`config.mk`:
```
export PLATFORM = sky130hd
export DESIGN_NAME = gbt_base_timer
export DESIGN_NICKNAME = d
export VERILOG_FILES = /design/src/gbt_pkg.sv /design/src/gbt_base_timer.sv
export SDC_FILE = /design/constraint.sdc
export NUM_CORES = 1
export LEC_CHECK = 0
export ABC_AREA = 1
export BUFFER_PORTS_ARGS = -buffer_cell sky130_fd_sc_hd__clkbuf_2
export CORE_MARGIN = 10
export CORE_UTILIZATION = 47
export CTS_CLUSTER_DIAMETER = 60
export CTS_CLUSTER_SIZE = 25
export DETAILED_ROUTE_END_ITERATION = 8
export PLACE_DENSITY = 0.7
export SYNTH_ARGS = -nofsm -noshare
export SYNTH_HDL_FRONTEND = slang
export SYNTH_SLANG_ARGS = --single-unit
```
`constraint.sdc`:
```
create_clock -name clk_i -period 3.05 [get_ports clk_i]
set_input_delay 0.61 -clock clk_i [delete_from_list [all_inputs] [get_ports clk_i]]
set_output_delay 0.61 -clock clk_i [all_outputs]
set_load 0.05 [all_outputs]
```
`src/gbt_pkg.sv`:
```
/*
  constants and types shared by the group base timer.
  assumes a 32-bit register port with byte offsets on a word grid.
*/
package gbt_pkg;
  // register byte offsets
  localparam int unsigned GBT_AW = 5;
  localparam logic [4:0] GBT_OFS_CTRL   = 5'h00;
  localparam logic [4:0] GBT_OFS_START  = 5'h04;
  localparam logic [4:0] GBT_OFS_PINSEL = 5'h08;
  localparam logic [4:0] GBT_OFS_CMP0   = 5'h0C;
  localparam logic [4:0] GBT_OFS_COUNT  = 5'h10;
  localparam logic [4:0] GBT_OFS_CMP2   = 5'h14;
  localparam logic [4:0] GBT_OFS_G2CR   = 5'h18;
  // field positions
  localparam int unsigned GBT_BIT_MATCH_RST = 0;
  localparam int unsigned GBT_BIT_PIN_RST   = 2;
  localparam int unsigned GBT_BIT_MODE_LO   = 5;
  localparam int unsigned GBT_BIT_MODE_HI   = 6;
  localparam int unsigned GBT_BIT_COMMON_ST = 0;
  localparam int unsigned GBT_BIT_GROUP_ST  = 1;
  localparam int unsigned GBT_BIT_G0_SEL_LO = 22;
  localparam int unsigned GBT_BIT_G1_SEL_LO = 26;
  localparam int unsigned GBT_BIT_TXPOL     = 0;
  localparam int unsigned GBT_BIT_RXPOL     = 1;
  localparam int unsigned GBT_N_W           = 6;
  localparam int unsigned GBT_M_W           = 10;
  localparam int unsigned GBT_W             = 16;
  // pin selector codes
  localparam logic [1:0] GBT_SEL_PIN_A = 2'h0;
  localparam logic [1:0] GBT_SEL_PIN_B = 2'h1;
  // up steps left after a compare match before turning down
  localparam logic [1:0] GBT_MATCH_DELAY = 2'h2;
  // count modes
  typedef enum logic [1:0] {
    GBT_MODE_UP   = 2'b00,
    GBT_MODE_UPDN = 2'b01,
    GBT_MODE_QUAD = 2'b10,
    GBT_MODE_BAD  = 2'b11
  } gbt_mode_type;
  // control register fields
  typedef struct packed {
    gbt_mode_type mode;
    logic         pin_rst;
    logic         match_rst;
  } gbt_ctrl_type;
  // start bits
  typedef struct packed {
    logic group_st;
    logic common_st;
  } gbt_start_type;
  // serial pin polarity
  typedef struct packed {
    logic rx_pol;
    logic tx_pol;
  } gbt_pol_type;
  localparam gbt_ctrl_type  GBT_CTRL_RST  = '{GBT_MODE_UP, 1'b0, 1'b0};
  localparam gbt_start_type GBT_START_RST = '{1'b0, 1'b0};
  localparam gbt_pol_type   GBT_POL_RST   = '{1'b0, 1'b0};
endpackage

```
`src/gbt_base_timer.sv`:
```
/*
  group base timer: counter in up, up/down or two-phase mode, with pin
  and compare-match reset, compare value split and serial pin polarity.
  assumes all inputs are synchronous to clk_i and count_en_i is a
  one-cycle pulse from the group count clock divider.
*/
// Decided for this implementation: the address-and-strobe port and the placing of the registers.
// Notes on behaviour
// - pin reset bit: off or low-pin reset
// - selected interrupt pin low resets timer
// - per-group two-bit pin selector field
// - mode field: up, up/down, two-phase
// - common or group start bit runs timer
// - up/down turns at all-ones and zero
// - match turns down two counts later
// - group 2 compare splits n and m
// - tx and rx pin polarity bits
`timescale 1ns/1ps
module gbt_base_timer
  import gbt_pkg::*;
#(
  parameter int unsigned GROUP = 0,              // 0 or 1: picks the pin selector
  parameter int unsigned CNT_W = gbt_pkg::GBT_W  // counter width
) (
  input  wire logic                         clk_i,
  input  wire logic                         reset_i,
  input  wire logic [gbt_pkg::GBT_AW-1:0]   addr_i,
  input  wire logic [31:0]                  wdata_i,
  input  wire logic                         we_i,
  input  wire logic                         re_i,
  output logic      [31:0]                  rdata_o,
  input  wire logic                         count_en_i,
  input  wire logic                         ext_irq_pin_a_i,
  input  wire logic                         ext_irq_pin_b_i,
  input  wire logic                         phase_a_i,
  input  wire logic                         phase_b_i,
  input  wire logic                         tx_data_i,
  input  wire logic                         group2_serial_rx_pin_i,
  output logic                              group2_serial_tx_pin_o,
  output logic                              rx_data_o,
  output logic      [CNT_W-1:0]             count_o,
  output logic                              count_up_o,
  output logic      [gbt_pkg::GBT_N_W-1:0]  cmp_n_o,
  output logic      [gbt_pkg::GBT_M_W-1:0]  cmp_m_o
);
  import gbt_pkg::*;

  localparam int unsigned SEL_LO = (GROUP == 1) ? GBT_BIT_G1_SEL_LO : GBT_BIT_G0_SEL_LO;
  localparam int unsigned CMP2_W = GBT_N_W + GBT_M_W;

  // register state
  gbt_ctrl_type         ctrl_q, ctrl_d;     // group_timer_control_1
  gbt_start_type        start_q, start_d;   // common and group start
  logic [1:0]           sel_q, sel_d;       // this group's pin selector
  logic [CNT_W-1:0]     cmp0_q, cmp0_d;     // group_compare_zero
  logic [CMP2_W-1:0]    cmp2_q, cmp2_d;     // group2_compare_value
  gbt_pol_type          pol_q, pol_d;       // polarity bits
  logic [31:0]          rdata_d;
  // counter state
  logic [CNT_W-1:0]     cnt_q, cnt_d;
  logic                 up_q, up_d;         // 1 while counting up
  logic [1:0]           pend_q, pend_d;     // up steps left before turn
  logic                 qa_q, qb_q;         // previous phase samples
  logic                 tx_q, tx_d;
  logic                 rx_q, rx_d;
  // decoded terms
  logic                 run;
  logic                 pin_hit;
  logic                 match_hit;
  logic                 quad_chg;
  logic                 quad_up;
  logic                 step;

  // register writes and read mux
  always_comb begin
    ctrl_d  = ctrl_q;
    start_d = start_q;
    sel_d   = sel_q;
    cmp0_d  = cmp0_q;
    cmp2_d  = cmp2_q;
    pol_d   = pol_q;
    rdata_d = '0;
    if (we_i) begin
      unique case (addr_i)
        GBT_OFS_CTRL: begin
          // the prohibited mode code is stored but never counts
          ctrl_d.mode      = gbt_mode_type'(wdata_i[GBT_BIT_MODE_HI:GBT_BIT_MODE_LO]);
          ctrl_d.pin_rst   = wdata_i[GBT_BIT_PIN_RST];
          ctrl_d.match_rst = wdata_i[GBT_BIT_MATCH_RST];
        end
        GBT_OFS_START: begin
          start_d.common_st = wdata_i[GBT_BIT_COMMON_ST];
          start_d.group_st  = wdata_i[GBT_BIT_GROUP_ST];
        end
        GBT_OFS_PINSEL: sel_d = wdata_i[SEL_LO+1:SEL_LO];
        GBT_OFS_CMP0:   cmp0_d = wdata_i[CNT_W-1:0];
        GBT_OFS_CMP2:   cmp2_d = wdata_i[CMP2_W-1:0];
        GBT_OFS_G2CR: begin
          pol_d.tx_pol = wdata_i[GBT_BIT_TXPOL];
          pol_d.rx_pol = wdata_i[GBT_BIT_RXPOL];
        end
        default: ;  // unmapped writes are dropped
      endcase
    end
    // read data stand only in the cycle after the strobe
    if (re_i) begin
      unique case (addr_i)
        GBT_OFS_CTRL: begin
          rdata_d[GBT_BIT_MODE_HI:GBT_BIT_MODE_LO] = ctrl_q.mode;
          rdata_d[GBT_BIT_PIN_RST]   = ctrl_q.pin_rst;
          rdata_d[GBT_BIT_MATCH_RST] = ctrl_q.match_rst;
        end
        GBT_OFS_START: begin
          rdata_d[GBT_BIT_COMMON_ST] = start_q.common_st;
          rdata_d[GBT_BIT_GROUP_ST]  = start_q.group_st;
        end
        GBT_OFS_PINSEL: rdata_d[SEL_LO+1:SEL_LO] = sel_q;
        GBT_OFS_CMP0:   rdata_d[CNT_W-1:0] = cmp0_q;
        GBT_OFS_COUNT:  rdata_d[CNT_W-1:0] = cnt_q;
        GBT_OFS_CMP2:   rdata_d[CMP2_W-1:0] = cmp2_q;
        GBT_OFS_G2CR: begin
          rdata_d[GBT_BIT_TXPOL] = pol_q.tx_pol;
          rdata_d[GBT_BIT_RXPOL] = pol_q.rx_pol;
        end
        default: rdata_d = '0;  // unmapped reads give zero
      endcase
    end
  end

  // register file flops
  always_ff @(posedge clk_i or posedge reset_i) begin
    if (reset_i) begin
      ctrl_q  <= GBT_CTRL_RST;
      start_q <= GBT_START_RST;
      sel_q   <= GBT_SEL_PIN_A;
      cmp0_q  <= '0;
      cmp2_q  <= '0;
      pol_q   <= GBT_POL_RST;
      rdata_o <= '0;
    end else begin
      ctrl_q  <= ctrl_d;
      start_q <= start_d;
      sel_q   <= sel_d;
      cmp0_q  <= cmp0_d;
      cmp2_q  <= cmp2_d;
      pol_q   <= pol_d;
      rdata_o <= rdata_d;
    end
  end

  // decode of run, reset sources and two-phase input
  always_comb begin
    run = start_q.common_st | start_q.group_st;
    // a low level on the selected pin holds the timer at zero
    unique case (sel_q)
      GBT_SEL_PIN_A: pin_hit = ctrl_q.pin_rst & ~ext_irq_pin_a_i;
      GBT_SEL_PIN_B: pin_hit = ctrl_q.pin_rst & ~ext_irq_pin_b_i;
      default:       pin_hit = 1'b0;  // unused selector codes pick no pin
    endcase
    // a match counts in up mode, or while heading up with no turn pending;
    // a pending count left from up/down mode must not mask up-mode matches
    match_hit = ctrl_q.match_rst && (cnt_q == cmp0_q) &&
                ((ctrl_q.mode == GBT_MODE_UP) ||
                 ((ctrl_q.mode == GBT_MODE_UPDN) && up_q && (pend_q == '0)));
    // quadrature: direction is new a against old b
    quad_chg = (phase_a_i ^ qa_q) | (phase_b_i ^ qb_q);
    quad_up  = phase_a_i ^ qb_q;
    step = run && ((ctrl_q.mode == GBT_MODE_QUAD) ? quad_chg : count_en_i);
  end

  // counter next state
  always_comb begin
    cnt_d  = cnt_q;
    up_d   = up_q;
    pend_d = pend_q;
    tx_d   = tx_data_i ^ pol_q.tx_pol;
    rx_d   = group2_serial_rx_pin_i ^ pol_q.rx_pol;
    if (pin_hit) begin
      // clear and keep the mode; counting resumes when the pin rises
      cnt_d  = '0;
      up_d   = 1'b1;
      pend_d = '0;
    end else if (step) begin
      unique case (ctrl_q.mode)
        GBT_MODE_UP: begin
          if (match_hit) begin
            cnt_d = '0;
          end else begin
            cnt_d = cnt_q + 1'b1;
          end
        end
        GBT_MODE_UPDN: begin
          if (up_q) begin
            if (cnt_q == '1) begin
              cnt_d = cnt_q - 1'b1;
              up_d  = 1'b0;
            end else begin
              cnt_d = cnt_q + 1'b1;
            end
            // at all-ones the turn is already made, so nothing is armed there
            if (match_hit && (cnt_q != '1)) begin
              pend_d = GBT_MATCH_DELAY - 2'h1;
            end else if (pend_q != '0) begin
              pend_d = pend_q - 2'h1;
              if (pend_q == 2'h1) begin
                up_d = 1'b0;
              end
            end
          end else begin
            if (cnt_q == '0) begin
              cnt_d = cnt_q + 1'b1;
              up_d  = 1'b1;
            end else begin
              cnt_d = cnt_q - 1'b1;
            end
          end
        end
        GBT_MODE_QUAD: begin
          cnt_d = quad_up ? cnt_q + 1'b1 : cnt_q - 1'b1;
        end
        GBT_MODE_BAD: cnt_d = cnt_q;
      endcase
    end
  end

  // counter flops
  always_ff @(posedge clk_i or posedge reset_i) begin
    if (reset_i) begin
      cnt_q  <= '0;
      up_q   <= 1'b1;
      pend_q <= '0;
      qa_q   <= 1'b0;
      qb_q   <= 1'b0;
      tx_q   <= 1'b0;
      rx_q   <= 1'b0;
    end else begin
      cnt_q  <= cnt_d;
      up_q   <= up_d;
      pend_q <= pend_d;
      qa_q   <= phase_a_i;
      qb_q   <= phase_b_i;
      tx_q   <= tx_d;
      rx_q   <= rx_d;
    end
  end

  // outputs straight from flops
  assign count_o                = cnt_q;
  assign count_up_o             = up_q;
  assign cmp_n_o                = cmp2_q[CMP2_W-1:GBT_M_W];
  assign cmp_m_o                = cmp2_q[GBT_M_W-1:0];
  assign group2_serial_tx_pin_o = tx_q;
  assign rx_data_o              = rx_q;
endmodule // gbt_base_timer

```
# [Word-level counts from Yosys, hierarchy flattened]
# Index checks and enable logic that the tools add are counted.
[op_classes] n_addsub=3 n_eq_ne=15 muxes=33 n_bitwise=11 n_reduce_logical=26
[op_table] operator="16-bit two-way mux" count=7
[op_table] operator="16-bit case mux with 3 select lines" count=1
[op_table] operator="9-bit case mux with 3 select lines" count=1
[op_table] operator="24-bit two-way mux" count=1
[op_table] operator="16-bit by 1-bit adder with 16-bit output (second input constant)" count=1
[op_table] operator="16-bit == test" count=1
[op_table] operator="16-bit == test (second input constant)" count=1
[op_table] operator="16-bit logical NOT" count=1
[op_table] operator="16-bit inequality test (second input constant)" count=1
[op_table] operator="2-bit AND reduction" count=8
[op_table] operator="16-bit by 1-bit subtractor with 16-bit output (second input constant)" count=1
[op_table] operator="5-bit == test (second input constant)" count=3
[op_table] operator="2-bit two-way mux" count=7
[op_table] operator="5-bit by 4-bit == test with 1-bit output (second input constant)" count=2
[op_table] operator="1-bit two-way mux" count=10
[op_table] operator="2-bit case mux with 4 select lines" count=1
[op_table] operator="2-bit nonzero test" count=4
[op_table] operator="2-bit by 1-bit == test with 1-bit output (second input constant)" count=3
[op_table] operator="1-bit logical AND" count=6
[op_table] operator="2-bit logical NOT" count=3
[op_table] operator="1-bit case mux with 6 select lines" count=1
[op_table] operator="2-bit case mux with 3 select lines" count=1
[op_table] operator="5-bit by 3-bit == test with 1-bit output (second input constant)" count=1
[op_table] operator="5-bit logical NOT" count=1
[op_table] operator="other kinds (13)" count=21
[word_totals] reg_bits=97

# [Depth between registers and ports, before layout]
# Gate-level depths: netlist of the first run.
[logic_depth] word_depth=11 mapped_depth=14 mapped_depth_nobuf=14

# [Least setup slack after synthesis of the first run]
# OpenSTA, ideal clock, no wires.
[synth_timing] kind="reg2reg" startpoint="reg cnt_q[1], in the netlist count_o[1]" endpoint="reg cnt_q[13], in the netlist count_o[13]" setup_time_ns=0.118 t_arrival_ns=1.903 required_ns=2.932 path_slack_ns=1.029 path_stages_with_launch=15 path_buffers=0 path_cell_list="dfrtp_1 > ha_1 > nand3_2 > inv_2 > nand2_2 > nor2_4 > nand2_1 > nand2_2 > nand2_2 > nand2_2 > nand3_4 > nand2_1 > nand2_1 > nand2_1 > nand2_1"
[synth_via] elab_chain_len=7
[synth_lines] element="start: declaration" line_no="gbt_base_timer.sv:60" rtl="logic [CNT_W-1:0] cnt_q, cnt_d;"
[synth_lines] element="start signal: assignment" line_no="gbt_base_timer.sv:237" rtl="cnt_q <= cnt_d;"
[synth_lines] element="parallel branches: the longest is 4 deep, another holds 16-bit by 1-bit subtractor with 16-bit output"
[synth_lines] element="16-bit case mux with 3 select lines *" line_no="gbt_base_timer.sv:184" rtl="unique case (ctrl_q.mode)"
[synth_lines] element="16-bit two-way mux *" line_no="gbt_base_timer.sv:183" rtl="end else if (step) begin"
[synth_lines] element="16-bit two-way mux *" line_no="gbt_base_timer.sv:178" rtl="if (pin_hit) begin"
# Every way passes the cells marked *. The select of a mux whose other input is x is not followed.
# A chain may end at the register's enable or synchronous reset.

# [Worst setup path after layout of the first run]
[layout_timing] startpoint="reg ctrl_q[2] (netlist bit)" endpoint="reg cnt_q[11], in the netlist count_o[11]"
[layout_via] elab_chain_len=9
[layout_lines] element="start: declaration" line_no="gbt_base_timer.sv:52" rtl="gbt_ctrl_type ctrl_q, ctrl_d;"
[layout_lines] element="start signal: assignment" line_no="gbt_base_timer.sv:141" rtl="ctrl_q <= ctrl_d;"
[layout_lines] element="2-bit by 1-bit == test with 1-bit output" line_no="gbt_base_timer.sv:164, gbt_base_timer.sv:184"
[layout_lines] element="1-bit logical AND (2 in series)" line_no="gbt_base_timer.sv:164" rtl="((ctrl_q.mode == GBT_MODE_UPDN) && up_q && (pend_q == '0)));"
[layout_lines] element="1-bit logical OR" line_no="gbt_base_timer.sv:163" rtl="((ctrl_q.mode == GBT_MODE_UP) ||"
[layout_lines] element="1-bit logical AND" line_no="gbt_base_timer.sv:162" rtl="match_hit = ctrl_q.match_rst && (cnt_q == cmp0_q) &&"
[layout_lines] element="16-bit two-way mux" line_no="gbt_base_timer.sv:186" rtl="if (match_hit) begin"
[layout_lines] element="16-bit case mux with 3 select lines" line_no="gbt_base_timer.sv:184"
[layout_lines] element="16-bit two-way mux" line_no="gbt_base_timer.sv:183"
[layout_lines] element="16-bit two-way mux" line_no="gbt_base_timer.sv:178"
# Several ways; a longest one is shown, not always the timed one. The select of a mux whose other input is x is not followed.

==> results of run 1 <==
==> power breakdown <==
part / internal, mW / switching (mW) / total [mW]
logic: 0.703 / 1.71 / 2.41
clock network: 0.744 / 0.446 / 1.19
registers: 1.31 / 0.394 / 1.70
==> cell type report <==
type | instances | share of cell area, %
inverter | 97 | 5.77
multi-input combinational | 566 | 45.6
sequential | 83 | 32.8
clock inverter | 5 | 1.34
timing repair buffer | 94 | 7.75
clock buffer | 11 | 3.84
tap | 143 | 2.83
==> stage by stage <==
step	hold slack [ns]	utilization, %	total power [mW]
floorplan	0.463	-	3.59
global placement	0.484	52.1	4.08
detailed placement	0.492	52.1	4.11
CTS	0.320	55.0	5.32
global route	0.367	55.0	5.68
finish	0.303	55.0	5.31
==> placed cells by master, fill, tap and decap left out, drive strengths merged, types with 13 or more instances in the layout <==
| master | n |
|---|---|
| inv | 96 |
| dfrtp | 82 |
| xor2 | 18 |
| clkbuf | 97 |
| conb | 14 |
| nand3 | 69 |
| nand4 | 15 |
| a21oi | 13 |
| nand2 | 260 |
| o21ai | 49 |
| nor2 | 67 |
==> how the worst min path moves through the flow <==
stage | end | slack [ns] | depth (start not counted)
CTS | pend_q[1]$_DFFE_PP0P_ | 0.32 | 2
detailed placement | rx_data_o$_DFF_PP0_ | 0.49 | 1
global placement | rx_data_o$_DFF_PP0_ | 0.48 | 1
finish | pend_q[1]$_DFFE_PP0P_ | 0.30 | 2
global route | ctrl_q[2]$_DFFE_PP0P_ | 0.37 | 2
floorplan | group2_serial_tx_pin_o$_DFF_PP0_ | 0.46 | 1
==> registers in the layout, summed over array words and instances, names as in the netlist <==
| name | count |
|---|---|
| qb_q | 1 |
| group2_serial_tx_pin_o | 1 |
| cmp2_q | 16 |
| pol_q | 2 |
| pend_q | 2 |
| qa_q | 1 |
| start_q | 2 |
| ctrl_q | 4 |
| cmp0_q | 16 |
| rx_data_o | 1 |
| rdata_o | 18 |
| count_up_o | 1 |
| count_o | 16 |
| sel_q | 2 |
==> cells by family after synthesis <==
kind of cell | share of synthesized area [%]
xor+xnor | 3.91
other cells | 0.0673
fa+ha+maj | 1.80
flops | 37.3
buf+inv | 11.7
compound gates | 10.2
simple gates | 35.0
==> critical path, delay by kind of cell (launching register included) <==
kind                       cells  cell delay, ns
AOI/OAI and AO/OA              1            0.19
adders and majority gates      1            0.54
buffers and inverters          1            0.10
DFF                            1            0.43
and+or+nand+nor                7            0.94
==> metal layers <==
layer  vias up  global-route usage, %  part of all wire (%)
li1       2617                      -                     -
met1      2398                   24.3                    44
met2       193                   31.5                    47
met3        22                   3.49                   6.7
met4         0                   7.42                   2.1
met5         -                      0                     0
==> impl_metrics.toml, run 1 <==
[global_route]
grtUsageTotal_pct = 19.1
grt_max_degree = 38
grt_pass1_vias = 4995
antenna_found_initial = 0
grt_overflow = 0
grt_pass1_wl_mm = 25.4

[cts]
cts_buffers = 9
clk_pin_slew_ns = 0.06
cts_resized = 0
htree_levels = 3
cts_setup_buffers = 0
clock_sinks = 83
clockRootBuffer = "clkbuf_16"
clock_path_buffers = 2
cts_hold_buf = 0
clk_latency_ns = 0.35
cts_tree = "built"

[sta]
fin_ws_ns = 0.777
report.final.slew_viol_count = 0
tns_ns = 0
rsz0062_at_grt = "false"
fin_skew_ns = 0.00729
post-route-min-period_ns = 2.27
tightest_slew_ns = 0.807
slew_headroom_pct = 46.1
hold_viol = 0
fmax_mhz = 440
setup_viol = 0
fin_crit_sh_pct = 74.5

[finish]
antenna_cells = 0
multiInputGateArea_um2 = 2890
drive_gt1_share_pct = 20.2
stdcell_count = 999
fillCellCount = 1160
fin_nets = 907
seqCellArea_um2 = 2080
postLayoutCellArea_um2 = 6330
areaGrowthSynthToFinish_pct = 13.6

[synth]
syn_area_um2 = 5570
ys_warn_count = 0
ys_ff_latch = 83
ys_types = 49
synth.avg_cell_area_um2 = 7.17
synth-seq-area-share_pct = 37.3
synthCells = 777
yosysTopAreaCellShare_pct = 36.8
async_flop_share_pct = 100
netlist_top_cells_area = "dfrtp_1 (37%), nand2_1 (17%), nand3_1 (5.4%)"
synth_edf_count = 0
synth_common_cells = "nand2_1 (250), dfrtp_1 (82), inv_1 (78)"
synth.most_common_cell = "nand2_1"
synth.largest_area_cell = "dfrtp_1"
synth_ff_type = "dfrtp_1"

[setup_path]
cp-startpoint = "ctrl_q[2]$_DFFE_PP0P_"
worstSetupPathType = "flip-flop to flip-flop"
cp_max_fo = 14
arrival_ns = 2.56
r2r_start = "ctrl_q[2]$_DFFE_PP0P_"
r2r_slack_ns = 0.78
cp_cell_sequence = "inv_1 > ha_1 > nor2_1 > a21oi_1 > nand2_1 > nor2_1 > nand3_1 > nor2_1 > nand2_1 > nand2_1"
cpPeakStageDelay_ns = 0.54
reg2reg_depth = 10
crit_slowest_cell = "ha_1"
end_kind = "flip-flop"
critPathCapture = "count_o[11]$_DFFE_PP0P_"
critical_path_required_ns = 3.33
r2r-end = "count_o[11]$_DFFE_PP0P_"
critPathLaunchType = "flip-flop"

[detailed_routing]
vias = 5230
routedWlPerCell_um = 15.5
routed_wl_mm = 15.5
drt_pre_antenna_iters = 5
drtAntennaViolNets = 0
post_drt_via_cell_ratio = 5.24
drc = 0
drtIter0Drc = 459

[job]
maxCapViolCount = 0

[floorplan]
start_util_pct = 48.4
die_h_um = 129
coreArea_um2 = 11500
io_pins = 115
rows = 39
die-area_um2 = 16600
die_w_um = 129

[placement]
dp_hpwl_mm = 11.9
pre_cts_ws_ns = 0.741
port_buffers = 86
routabilityCongestion = 0.906
place_inst = 983
place_area_um2 = 6000

[power_and_ir_drop]
p_leak_nw = 3.40
powerDensity_nw_per_um2 = 838
peakVddDrop_mv = 0.464

[hold_path]
min_path_type = "input pin to async pin"

[outcome]
outcome = "finished, final reports clean"
Note: power is estimated with default switching activity, not from simulation.
==> run 2, diff against run 1 <==
--- a/config.mk
+++ b/config.mk
@@ -5,14 +5,14 @@
 export SDC_FILE = /design/constraint.sdc
 export NUM_CORES = 1
 export LEC_CHECK = 0
-export ABC_AREA = 1
+export ABC_AREA = 0
 export BUFFER_PORTS_ARGS = -buffer_cell sky130_fd_sc_hd__clkbuf_2
 export CORE_MARGIN = 10
 export CORE_UTILIZATION = 47
 export CTS_CLUSTER_DIAMETER = 60
 export CTS_CLUSTER_SIZE = 25
 export DETAILED_ROUTE_END_ITERATION = 8
-export PLACE_DENSITY = 0.7
+export PLACE_DENSITY = 0.72
 export SYNTH_ARGS = -nofsm -noshare
 export SYNTH_HDL_FRONTEND = slang
 export SYNTH_SLANG_ARGS = --single-unit
==> constraint.sdc (replaced) <==
create_clock -name clk_i -period 2.2 [get_ports clk_i]
set_input_delay 0.44 -clock clk_i [delete_from_list [all_inputs] [get_ports clk_i]]
set_output_delay 0.44 -clock clk_i [all_outputs]
set_load 0.05 [all_outputs]
==> impl_metrics.toml, run 2 <==
[finish]
areaGrowthSynthToFinish_pct = 35.3
fin_util_pct = 64.9
multiInputGateArea_um2 = 2500
final_common_cell = "clkbuf_2"
fillCellCount = 741
final_cell_mix = "clkbuf_2 (86), buf_4 (81), dfrtp_1 (80)"
largest_reg_flops = 18
regMostFlops = "rdata_o"
drive_gt1_share_pct = 44.4
antenna_cells = 0
fin_nets = 688
seqCellArea_um2 = 2080
postLayoutCellArea_um2 = 6290

[sta]
rsz0062_at_grt = "true"
tightest_slew_ns = 0.523
hold_viol = 0
slew_headroom_pct = 65.1
fmax_mhz = 397
fin_crit_sh_pct = 114
report.final.slew_viol_count = 0
fin_ws_ns = -0.318
post-route-min-period_ns = 2.52
fin_skew_ns = 0.0107
setup_viol = 15

[synth]
synth.avg_cell_area_um2 = 9.91
synth.largest_area_cell = "dfrtp_1"
synthCells = 469
synth_edf_count = 0
synth_common_cells = "dfrtp_1 (82), mux2_2 (43), nor2_1 (39)"
synth_ff_type = "dfrtp_1"
synth-seq-area-share_pct = 44.7
yosysTopAreaCellShare_pct = 44.1
ys_ff_latch = 83
netlist_top_cells_area = "dfrtp_1 (44%), mux2_2 (10%), xnor2_1 (4.0%)"
synth.most_common_cell = "dfrtp_1"
ys_types = 61
syn_area_um2 = 4650
ys_warn_count = 0
async_flop_share_pct = 100

[detailed_routing]
drc = 0
routedWlPerCell_um = 19.2
post_drt_via_cell_ratio = 5.78
drt_pre_antenna_iters = 6
drtIter0Drc = 450
vias = 4451
drtAntennaViolNets = 0
routed_wl_mm = 14.8

[cts]
clock_sinks = 83
cts_buffers = 9
cts_hold_buf = 0
clockRootBuffer = "clkbuf_8"
clk_latency_ns = 0.37
clock_path_buffers = 2
cts_tree = "built"
htree_levels = 3
clk_pin_slew_ns = 0.10

[job]
maxCapViolCount = 0

[floorplan]
start_util_pct = 48.0
die_w_um = 119
io_pins = 115
coreArea_um2 = 9680
die-area_um2 = 14300
die_h_um = 119
rows = 36

[power_and_ir_drop]
peakVddDrop_mv = 0.537
p_seq_share_pct = 30.3
p_leak_nw = 2.92
power_switching_mw = 2.95
internal_power_mw = 3.78
powerDensity_nw_per_um2 = 1070
power_frac_clock_pct = 17.4
pwr-share-comb_pct = 52.3
p_sw_share_pct = 43.8

[setup_path]
cpPeakStageDelay_ns = 0.45
end_kind = "flip-flop"
crit_slowest_cell = "or4b_4"
r2r_slack_ns = -0.32
worstSetupPathType = "flip-flop to flip-flop"
r2r_start = "count_o[0]$_DFFE_PP0P_"
arrival_ns = 2.79
reg2reg_depth = 10
cp_max_fo = 3
critPathLaunchType = "flip-flop"
r2r-end = "count_o[3]$_DFFE_PP0P_"
cp_cell_sequence = "inv_2 > ha_4 > or4b_4 > nand4b_4 > o311a_1 > o21ai_2 > buf_4 > o2bb2ai_1 > a22o_1 > a211o_1"
critical_path_required_ns = 2.47

[placement]
place_area_um2 = 5840
port_buffers = 86
pre_cts_ws_ns = -0.473
dp_hpwl_mm = 11.1
routabilityCongestion = 0.909

[hold_path]
min_path_type = "input pin to async pin"

[global_route]
grt_pass1_vias = 4578
grt_pass1_wl_mm = 23.2
grt_overflow = 0
antenna_found_initial = 0
grt_max_degree = 26
grtUsageTotal_pct = 19.9

[outcome]
violations = "negative setup slack"
outcome = "finished with violations"
run 2: how the worst max path moves through the flow:
stage / start / depth (start not counted) / end / slack, ns
after global placement: count_o[0]$_DFFE_PP0P_ / 10 / count_o[15]$_DFFE_PP0P_ / -0.46
final: count_o[0]$_DFFE_PP0P_ / 10 / count_o[3]$_DFFE_PP0P_ / -0.32
after detailed placement: count_o[0]$_DFFE_PP0P_ / 10 / count_o[14]$_DFFE_PP0P_ / -0.47
after CTS: count_o[0]$_DFFE_PP0P_ / 10 / count_o[3]$_DFFE_PP0P_ / -0.32
after floorplan: count_o[1]$_DFFE_PP0P_ / 10 / count_o[3]$_DFFE_PP0P_ / -0.58
after global routing: count_o[0]$_DFFE_PP0P_ / 11 / count_o[6]$_DFFE_PP0P_ / -0.43
run 2: layer usage:
| layer | track usage (%) | up-vias | part of all wire (%) |
|---|---|---|---|
| li1 | - | 2023 | - |
| met1 | 23.1 | 2208 | 40 |
| met2 | 33.5 | 185 | 50 |
| met3 | 5.43 | 35 | 7.0 |
| met4 | 8.97 | 0 | 2.5 |
| met5 | 0 | - | 0 |
run 2: power by group through the flow:
stage          registers [mW]  clock network (mW)  logic [mW]
2_1_floorplan            2.50                   0        1.55
3_3_place_gp             2.04                   0        3.15
3_5_place_dp             2.06                   0        3.22
4_1_cts                  2.03                1.18        3.41
5_1_grt                  2.07                1.24        3.77
6_report                 2.04                1.17        3.52
run 2: worst max-delay path: cells and delay by family, from the launching register on:
kind | cells | cell delay (ns)
AND/OR/NAND/NOR | 2 | 0.63
AO/OA/AOI/OAI | 5 | 1.00
buffers and inverters | 2 | 0.23
adder cells (fa/ha/maj) | 1 | 0.13
flip-flops | 1 | 0.42
run 2: area by class of cell:
| class | count | share of cell area (%) |
|---|---|---|
| Clock buffer | 10 | 2.03 |
| Clock inverter | 6 | 1.15 |
| Inverter | 19 | 1.23 |
| Multi-Input combinational cell | 337 | 39.8 |
| Sequential cell | 83 | 33.1 |
| Tap cell | 133 | 2.65 |
| Timing Repair Buffer | 182 | 20.0 |
run 2: logic make-up after synthesis:
family                     share of synthesized area, %
other                                            0.0807
muxes                                              10.6
AOI/OAI and AO/OA                                  16.2
xor gates and xnor gates                           4.33
buffers and inverters                              6.65
adders and majority gates                          2.15
DFF                                                44.7
and+or+nand+nor                                    15.3
run 2: per-stage QoR:
step | instances | power (mW) | setup TNS, ns | hold WS [ns]
after floorplan | 482 | 4.05 | -7.62 | 0.457
after global placement | 749 | 5.19 | -5.46 | 0.490
after detailed placement | 749 | 5.27 | -5.77 | 0.481
after CTS | 769 | 6.61 | -3.88 | 0.0938
after global routing | 770 | 7.08 | -5.63 | 0.104
final | 770 | 6.73 | -3.79 | 0.0790
run 2: what timing repair did:
action	CTS	global route
buffers inserted	4	1
pin swaps	9	10
endpoints found under the setup margin	17	17
gates resized for setup	22	19
